## src/hdl/nacs_defs.svh

```systemverilog
// Notes on behaviour
// - Add immediate to accumulator; carry unchanged.
// - Immediate add overflow skips next instruction.
// - Start clears done flag; converts or compares.
// - Mode select is control register bit three.
// - Add memory nibble to accumulator.
// - Add memory and carry; load carry out.
// - Add memory without carry keeps carry.
`ifndef NACS_DEFS_SVH
`define NACS_DEFS_SVH
`define NACS_DATA_W        4
`define NACS_MODE_BIT      3
`define NACS_ACC_RESET     4'h0
`define NACS_CARRY_RESET   1'b0
`define NACS_OP_NOP        3'h0
`define NACS_OP_ADD_IMM    3'h1
`define NACS_OP_ADD_MEM    3'h2
`define NACS_OP_ADD_MEM_C  3'h3
`define NACS_OP_CONV_START 3'h4
`endif

```

## src/hdl/nacs_pkg.sv

```systemverilog
`include "nacs_defs.svh"
package nacs_pkg;
	typedef enum logic [2:0] {
		NACS_NOP        = 3'h0,
		NACS_ADD_IMM    = 3'h1,
		NACS_ADD_MEM    = 3'h2,
		NACS_ADD_MEM_C  = 3'h3,
		NACS_CONV_START = 3'h4
	} nacs_op_t;

	typedef struct packed {
		logic       op_valid;
		nacs_op_t   op;
		logic [3:0] imm;
		logic [3:0] mem_data;
	} nacs_req_t;

	typedef struct packed {
		logic skip;
		logic conv_start;
		logic cmp_start;
		logic done_clear;
	} nacs_evt_t;
endpackage

```

## src/hdl/nacs_datapath.sv

```systemverilog
`timescale 1ns/1ps
`include "nacs_defs.svh"
module nacs_datapath
	import nacs_pkg::*;
#(
	// Bit of the converter control register that selects compare mode.
	parameter int MODE_BIT = `NACS_MODE_BIT
)
(
	// Clock and reset.
	input  wire logic       clk_in,
	input  wire logic       rst_in,
	// Decoded instruction with the nibble read at the data pointer.
	input  wire nacs_req_t  req_in,
	// Converter control register contents.
	input  wire logic [3:0] converter_control_reg_in,
	// Architectural state and sequencer events.
	output logic [3:0]      acc_out,
	output logic            carry_flag_out,
	output nacs_evt_t       evt_out
);
	// Every request is taken at the edge where it is presented.
	// Results and event pulses show one cycle later.
	// Refused requests leave all state alone and raise no event.

	// The nibble width is fixed by the request and port layout.
	localparam int DATA_W = `NACS_DATA_W;

	// Accumulator group.
	logic [DATA_W-1:0] acc_reg;
	logic [DATA_W-1:0] acc_next;

	// Carry group.
	logic              carry_reg;
	logic              carry_next;

	// Sequencer event group.
	nacs_evt_t         evt_reg;
	nacs_evt_t         evt_next;

	// Shared adder: one chain serves all three add instructions.
	logic [DATA_W-1:0] operand_b;
	logic              carry_in;
	logic [DATA_W:0]   ripple;
	logic [DATA_W-1:0] sum_bits;
	logic              carry_out;

	// One-hot decode of the instruction in this cycle.
	logic              dec_add_imm;
	logic              dec_add_mem;
	logic              dec_add_mem_c;
	logic              dec_conv_start;
	logic              dec_sum;

	// True when the request is valid and carries the given opcode.
	function automatic logic op_is(
		input nacs_req_t req,
		input nacs_op_t  code
	);
		return req.op_valid && (req.op == code);
	endfunction

	// Reads the mode select bit of the converter control register.
	function automatic logic compare_mode(
		input logic [3:0] ctrl
	);
		return ctrl[MODE_BIT];
	endfunction

	// Opcodes outside the table decode to nothing and change no state.
	always_comb begin
		dec_add_imm    = 1'b0;
		dec_add_mem    = 1'b0;
		dec_add_mem_c  = 1'b0;
		dec_conv_start = 1'b0;
		case (req_in.op)
			NACS_NOP: begin
				dec_add_imm = 1'b0;
			end
			NACS_ADD_IMM: begin
				dec_add_imm = op_is(req_in, NACS_ADD_IMM);
			end
			NACS_ADD_MEM: begin
				dec_add_mem = op_is(req_in, NACS_ADD_MEM);
			end
			NACS_ADD_MEM_C: begin
				dec_add_mem_c = op_is(req_in, NACS_ADD_MEM_C);
			end
			NACS_CONV_START: begin
				dec_conv_start = op_is(req_in, NACS_CONV_START);
			end
			default: begin
				dec_add_imm    = 1'b0;
				dec_add_mem    = 1'b0;
				dec_add_mem_c  = 1'b0;
				dec_conv_start = 1'b0;
			end
		endcase
		dec_sum = dec_add_imm | dec_add_mem | dec_add_mem_c;
	end

	// Immediate adds take the immediate field, the others the memory nibble.
	always_comb begin
		operand_b = req_in.mem_data;
		carry_in  = 1'b0;
		if (dec_add_imm) begin
			operand_b = req_in.imm;
		end
		if (dec_add_mem_c) begin
			carry_in = carry_reg;
		end
	end

	assign ripple[0] = carry_in;

	// A ripple chain is slow, but four bits settle well inside one cycle.
	generate
		for (genvar i = 0; i < DATA_W; i++) begin : g_bit
			nacs_full_add u_add (
				.a_in      (acc_reg[i]),
				.b_in      (operand_b[i]),
				.carry_in  (ripple[i]),
				.sum_out   (sum_bits[i]),
				.carry_out (ripple[i+1])
			);
		end
	endgenerate

	// Overflow is the carry out of the top bit of the nibble.
	assign carry_out = ripple[DATA_W];

	// Accumulator: every add writes the low four bits of the sum back.
	always_comb begin
		acc_next = acc_reg;
		if (dec_sum) begin
			acc_next = sum_bits;
		end
	end

	// Registers only; the next value is worked out above.
	always_ff @(posedge clk_in) begin
		if (rst_in) begin
			acc_reg <= `NACS_ACC_RESET;
		end else begin
			acc_reg <= acc_next;
		end
	end

	// Only the carry form touches the flag; the other adds keep it.
	always_comb begin
		carry_next = carry_reg;
		if (dec_add_mem_c) begin
			carry_next = carry_out;
		end
	end

	// Registers only; the next value is worked out above.
	always_ff @(posedge clk_in) begin
		if (rst_in) begin
			carry_reg <= `NACS_CARRY_RESET;
		end else begin
			carry_reg <= carry_next;
		end
	end

	// Events are one-cycle pulses; the sequencer and converter latch them.
	// Back-to-back starts give back-to-back pulses, with no merging.
	always_comb begin
		evt_next = '0;
		if (dec_add_imm) begin
			evt_next.skip = carry_out;
		end
		if (dec_conv_start) begin
			// The done flag lives outside; this pulse asks it to clear.
			evt_next.done_clear = 1'b1;
			evt_next.conv_start =
				~compare_mode(converter_control_reg_in);
			evt_next.cmp_start  =
				compare_mode(converter_control_reg_in);
		end
	end

	// Registers only; the next value is worked out above.
	always_ff @(posedge clk_in) begin
		if (rst_in) begin
			evt_reg.skip       <= 1'b0;
			evt_reg.conv_start <= 1'b0;
			evt_reg.cmp_start  <= 1'b0;
			evt_reg.done_clear <= 1'b0;
		end else begin
			evt_reg.skip       <= evt_next.skip;
			evt_reg.conv_start <= evt_next.conv_start;
			evt_reg.cmp_start  <= evt_next.cmp_start;
			evt_reg.done_clear <= evt_next.done_clear;
		end
	end

	assign acc_out        = acc_reg;
	assign carry_flag_out = carry_reg;
	assign evt_out        = evt_reg;
endmodule

// One bit of the accumulator adder.
// Kept as its own module so the carry chain is easy to follow.
module nacs_full_add (
	// Operand bits and incoming carry.
	input  wire logic a_in,
	input  wire logic b_in,
	input  wire logic carry_in,
	// Sum bit and outgoing carry.
	output logic      sum_out,
	output logic      carry_out
);
	logic half_sum;

	assign half_sum  = a_in ^ b_in;
	assign sum_out   = half_sum ^ carry_in;
	assign carry_out = (a_in & b_in) | (carry_in & half_sum);
endmodule

```

## config.mk

```make
export PLATFORM = sky130hd
export DESIGN_NAME = nacs_datapath
export DESIGN_NICKNAME = d
export VERILOG_FILES = /design/src/hdl/nacs_pkg.sv /design/src/hdl/nacs_datapath.sv
export VERILOG_INCLUDE_DIRS = /design/src /design/src/hdl
export SDC_FILE = /design/constraint.sdc
export NUM_CORES = 1
export LEC_CHECK = 0
export BUFFER_PORTS_ARGS = -buffer_cell sky130_fd_sc_hd__buf_4
export CAP_MARGIN = 20
export CORE_AREA = 10 10 47 49
export CTS_CLUSTER_SIZE = 12
export DETAILED_ROUTE_END_ITERATION = 16
export DIE_AREA = 0 0 57 59
export PLACE_DENSITY = 0.74
export SKIP_CTS_REPAIR_TIMING = 1
export SLEW_MARGIN = 10
export SYNTH_ARGS = -nofsm -noshare
export SYNTH_HDL_FRONTEND = slang
export SYNTH_SLANG_ARGS = --single-unit
```

## constraint.sdc

```tcl
create_clock -name clk_in -period 8 [get_ports clk_in]
set_input_delay 0.4 -clock clk_in [delete_from_list [all_inputs] [get_ports clk_in]]
set_output_delay 0.4 -clock clk_in [all_outputs]
set_load 0.1 [all_outputs]
```

==> impl_metrics.csv, run 1 <==
group,metric,value,unit
detailed_routing,wl_per_cell,13.5,um
grt,grt_pass1_wl,2.08,mm
critical_path,r2r-start,"carry_flag_out",
synthesis,synth_fp_nets,72,
floorplan,std_cell_rows,14,
synthesis,synth_edf_count,0,
timing,drv_slew,0,
cells_and_area,syn2layout_area_growth,28.5,%
synthesis,synth_cells,50,
timing,tightestPinTransition,0.281,ns
min_path,holdCritPathClass,"in2reg",
critical_path,path_class,"in2reg",
synthesis,yosysSeqAreaShare,33.1,%
critical_path,reg2reg_slack,5.61,ns
critical_path,cp.required,8.15,ns
clock_tree,clock_latency,0.26,ns
placement,place_congestion,0.756,
floorplan,dieArea,3360,um^2
detailed_routing,routed_wirelength,1.16,mm
placement,dp.cells,82,
cells_and_area,finalInstanceArea,699,um^2
cells_and_area,drive_gt1_share,44.3,%
run_status,status,"finished clean",
critical_path,crit_top_cell,"fa_1",
detailed_routing,dr_total_vias,419,
critical_path,arrival,2.94,ns
min_path,whs_endpoint,"evt_out[2]",
detailed_routing,drt-initial-drc-count,3,
synthesis,ys_types,23,
grt,antenna_found_initial,0,
cells_and_area,nNetsFinal,93,
grt,grtUsageTotal,7.78,%
timing,max_freq,358,MHz
timing,hold_viol,0,
critical_path,startpoint_type,"input port",
synthesis,synth.area.top_cells,"dfxtp_1 33%, fa_1 15%, mux2i_1 7.4%",
floorplan,die_h,59,um
synthesis,synth_top_area_share,33.1,%
critical_path,slowest_stage,"fa_1",
floorplan,initial_core_util,38.8,%
clock_tree,cts_buffers,3,
critical_path,r2r-end,"acc_out[3]",
clock_tree,cts.clk_slew.worst_paths,0.06,ns
grt,grt_max_degree,10,
detailed_routing,ant_nets,0,
placement,place_area,673,um^2
detailed_routing,via_per_inst,4.87,
timing,rsz0062_at_grt,"no",
floorplan,die_x,57,um
clock_tree,cts_sinks,9,
flow_run,drv.max_cap_violation_count,0,
grt,gr-total-overflow,0,
detailed_routing,dr.pass1.iters,4,
synthesis,avgSynthCellArea,10.9,um^2
timing,fin_skew,0.00105,ns
floorplan,pin_count,27,
critical_path,critPathMaxStageDelay,0.42,ns
cells_and_area,fin_cells,86,
clock_tree,cts_tree,"yes",
critical_path,cp-end-kind,"flip-flop",
cells_and_area,antennaDiodeCount,0,
timing,setup_viol,0,
synthesis,ys.flop_type,"dfxtp_1",
timing,fin_tns_setup,0,ns
clock_tree,cts-root-buf,"clkbuf_4",
synthesis,syn_area,544,um^2
floorplan,core-area,1400,um^2
clock_tree,htree_levels,1,
min_path,hp-start,"converter_control_reg_in[3]",
timing,period_needed,2.79,ns
power_and_ir_drop,vdd_drop_max,0.0000726,V
synthesis,ys_ff_latch,9,
placement,port_buffers,23,
critical_path,worst_r2r_path_depth,8,
power_and_ir_drop,powerDensity,164,nW/um^2
timing,fin_crit_sh,34.9,%
grt,grt_pass1_vias,495,
clock_tree,cts_max_path_buffers,2,
synthesis,async_flop_share,0,%
critical_path,worstPathCellList,"buf_4 > nor2b_4 > and3b_2 > mux2i_1 > fa_1 > fa_1 > fa_1 > inv_1 > fa_1 > nand4b_1 > o21ai_0",
synthesis,synth_area_leader_cell,"dfxtp_1",
timing,max-slew-margin-rel,81.4,%
detailed_routing,drc,0,
min_path,whs_path_depth,2,
critical_path,worst-path-max-fanout,7,
power_and_ir_drop,power.static_leakage,0.312,nW
synthesis,yosysWarnings,0,
## per-layer routing
metal,up-vias,part of all wire (%),track usage (%)
met5,-,0,0
met4,0,2.8,5.03
met3,4,10,4.08
met2,20,46,12.1
met1,190,41,8.09
li1,205,-,-
## state kept, by name, indices dropped and copies added (netlist names)
name            flops
acc_out             4
evt_out             4
carry_flag_out      1
## Yosys cell counts (2+ instances only)
cell      instances
buf_6             3
a211oi_1          3
mux2i_1           4
inv_1             4
nand4b_1          2
fa_1              4
dfxtp_1           9
a21oi_1           3
buf_4             4
## per-stage QoR
step                 power, W  util, %  hold WS, ns  worst slack, ns
floorplan           0.0000737        -        0.478             4.95
global placement    0.0000805     48.0        0.516             4.93
detailed placement  0.0000812     48.0        0.519             4.92
CTS                  0.000116     49.9        0.303             5.20
global route         0.000122     49.9        0.298             5.08
finish               0.000114     49.9        0.306             5.21
## worst max-delay path, delay by kind of cell
family                   cells  cell delay [ns]
buffers and inverters        2             0.21
AO/OA/AOI/OAI                1             0.08
AND/OR/NAND/NOR              3             0.56
multiplexers                 1             0.12
adder cells (fa/ha/maj)      4             1.57
## worst max-delay path by stage
stage	from	to	slack [ns]	cells after the start
final	req_in[10]	acc_out[3]	5.21	11
after global routing	req_in[10]	acc_out[3]	5.08	11
after CTS	req_in[10]	acc_out[3]	5.20	11
after detailed placement	req_in[10]	acc_out[3]	4.92	11
after global placement	req_in[10]	acc_out[3]	4.93	11
after floorplan	carry_flag_out	acc_out[3]	4.95	8
## logic make-up after synthesis
family                   after synthesis  synth area share, %
AO/OA/AOI/OAI                          7                 7.81
adder cells (fa/ha/maj)                4                 14.7
buffers and inverters                 11                 14.5
flip-flops                             9                 33.1
multiplexers                           5                 10.1
AND/OR/NAND/NOR                       14                 19.8
## final cells by class
cell class                 instances  area, um^2
fill                             151         702
multi-input combinational         30         285
sequential                         9         180
timing repair buffer              23         173
clock buffer                       4        26.3
tap                               16        20.0
inverter                           4        15.0
## power by group
group	internal, W	total (W)	switching, W
Sequential	0.0000465	0.0000478	0.00000134
Clock	0.0000192	0.0000346	0.0000154
Combinational	0.0000117	0.0000320	0.0000203
Total	0.0000774	0.000114	0.0000370
## layout by cell type, fill, tap and decap left out
| cell type | n |
|---|---|
| clkbuf_1 | 1 |
| fa_1 | 4 |
| and3b_1 | 1 |
| dfxtp_1 | 9 |
| and2_4 | 1 |
| buf_4 | 23 |
| a21oi_1 | 3 |
| nor3_2 | 1 |
| nand4b_1 | 2 |
| nand4_1 | 1 |
| nor2_1 | 1 |
| clkbuf_4 | 3 |
| or2_1 | 1 |
| inv_1 | 4 |
| mux2_4 | 1 |
| nor2b_4 | 1 |
| mux2i_1 | 4 |
| nor4_1 | 1 |
| and3b_2 | 1 |
| nand2b_1 | 1 |
| and2_1 | 1 |
| a211oi_1 | 3 |
| nand2_1 | 1 |
| o21ai_0 | 1 |
Power figures use the tool's default switching activity.
==> run 2: changes to the inputs <==
--- a/config.mk
+++ b/config.mk
@@ -8,10 +8,10 @@
 export LEC_CHECK = 0
 export BUFFER_PORTS_ARGS = -buffer_cell sky130_fd_sc_hd__buf_4
 export CAP_MARGIN = 20
-export CORE_AREA = 10 10 47 49
+export CORE_MARGIN = 10
+export CORE_UTILIZATION = 39
 export CTS_CLUSTER_SIZE = 12
 export DETAILED_ROUTE_END_ITERATION = 16
-export DIE_AREA = 0 0 57 59
 export PLACE_DENSITY = 0.74
 export SKIP_CTS_REPAIR_TIMING = 1
 export SLEW_MARGIN = 10
==> constraint.sdc (replaced) <==
create_clock -name clk_in -period 2.4 [get_ports clk_in]
set_input_delay 0.12 -clock clk_in [delete_from_list [all_inputs] [get_ports clk_in]]
set_output_delay 0.12 -clock clk_in [all_outputs]
set_load 0.1 [all_outputs]
==> impl_metrics.csv, run 2 (same netlist as run 1, synthesis figures left out) <==
group,metric,value,unit
timing,max-slew-margin-rel,81.4,%
detailed_routing,via_per_inst,4.76,
clock_tree,cts_buffers,3,
critical_path,arrival,2.43,ns
cells_and_area,antennaDiodeCount,0,
grt,antenna_found_initial,0,
critical_path,startpoint_type,"input port",
cells_and_area,fill_cells,123,
timing,tightestPinTransition,0.282,ns
detailed_routing,wl_per_cell,12.8,um
clock_tree,htree_levels,1,
power_and_ir_drop,powerDensity,520,nW/um^2
detailed_routing,drc,0,
critical_path,cp.required,2.55,ns
placement,hpwl,1.03,mm
floorplan,pin_count,27,
placement,dp.cells,86,
run_status,status,"finished clean",
cells_and_area,nNetsFinal,98,
floorplan,core-area,1300,um^2
placement,port_buffers,23,
cells_and_area,fin_cells,90,
power_and_ir_drop,vdd_drop_max,0.000251,V
placement,place_congestion,0.777,
clock_tree,cts.clk_slew.worst_paths,0.06,ns
critical_path,worst-path-max-fanout,2,
clock_tree,cts_max_path_buffers,2,
floorplan,die_h,57.4,um
grt,grt_pass1_wl,1.92,mm
clock_tree,cts_sinks,9,
floorplan,initial_core_util,41.8,%
clock_tree,cts_tree,"yes",
cells_and_area,multiInputGateArea,290,um^2
timing,max_freq,437,MHz
timing,setup_viol,0,
detailed_routing,dr_total_vias,428,
grt,grt_max_degree,10,
clock_tree,cts-root-buf,"clkbuf_4",
grt,grt_pass1_vias,467,
clock_tree,clock_latency,0.26,ns
flow_run,drv.max_cap_violation_count,0,
power_and_ir_drop,power.static_leakage,0.338,nW
min_path,whs_path_depth,2,
detailed_routing,ant_nets,0,
timing,drv_slew,0,
grt,grtUsageTotal,7.15,%
detailed_routing,dr.pass1.iters,3,
cells_and_area,syn2layout_area_growth,37.0,%
timing,fin_skew,0.00342,ns
power_and_ir_drop,finalPower,0.000388,W
critical_path,worst_r2r_path_depth,8,
detailed_routing,routed_wirelength,1.16,mm
detailed_routing,drt-initial-drc-count,3,
timing,whs,0.0202,ns
critical_path,path_class,"in2reg",
timing,fin_crit_sh,95.3,%
timing,period_needed,2.29,ns
floorplan,std_cell_rows,13,
cells_and_area,mostFrequentLayoutCells,"28 x buf_4, 7 x dfxtp_1, 4 x mux2i_1, 4 x inv_1",
floorplan,die_x,57.4,um
cells_and_area,mostFrequentLayoutCell,"buf_4",
timing,rsz0062_at_grt,"no",
timing,hold_viol,0,
cells_and_area,regArea,185,um^2
cells_and_area,drive_gt1_share,53.3,%
grt,gr-total-overflow,0,
critical_path,cp-end-kind,"flip-flop",
floorplan,dieArea,3290,um^2
min_path,holdCritPathClass,"in2reg",
[run 2: cell type report]
class                   instances  share of cell area (%)
flip-flops and latches          9                    24.8
clock buffers                   4                    3.52
repair buffers                 28                    28.2
inverters                       4                    2.01
well taps                      15                    2.52
multi-input cells              30                    38.9
[run 2: through the flow]
stage	TNS (ns)	util [%]	setup slack [ns]	instance area, um^2
6_report	0	57.3	0.112	746
5_1_grt	0	57.3	0.0130	746
4_1_cts	0	57.2	0.0986	744
3_5_place_dp	-0.173	55.2	-0.173	718
3_3_place_gp	-0.148	55.2	-0.148	718
2_1_floorplan	-0.0946	-	-0.0946	553
[run 2: worst paths after layout]
check                                    from         end  slack, ns
hold reg to reg                    acc_out[3]  acc_out[3]       0.51
hold / removal    converter_control_reg_in[3]  evt_out[2]       0.02
setup / recovery                   req_in[11]  acc_out[3]       0.11
setup reg to reg               carry_flag_out  acc_out[3]       0.12
[run 2: critical path: stages]
cell and delay, ns:
buf_4 0.11, nor2b_4 0.11, and3b_2 0.21, mux2i_1 0.14, fa_2 0.37, fa_2 0.34, fa_1 0.36, inv_1 0.09
fa_1 0.41, nand4b_1 0.10, o21ai_0 0.07
[run 2: metal layers]
metal,global-route usage (%),vias up,routed length (um)
met5,0,-,0
met4,3.02,0,0
met3,3.98,0,104
met2,12.4,16,584
met1,6.73,197,467
li1,-,215,-
[run 2: power by group]
group	total (W)	internal (W)	switching [W]
combinational	0.000113	0.0000442	0.0000688
sequential	0.000158	0.000154	0.00000422
clock	0.000117	0.0000641	0.0000525
total	0.000388	0.000262	0.000126
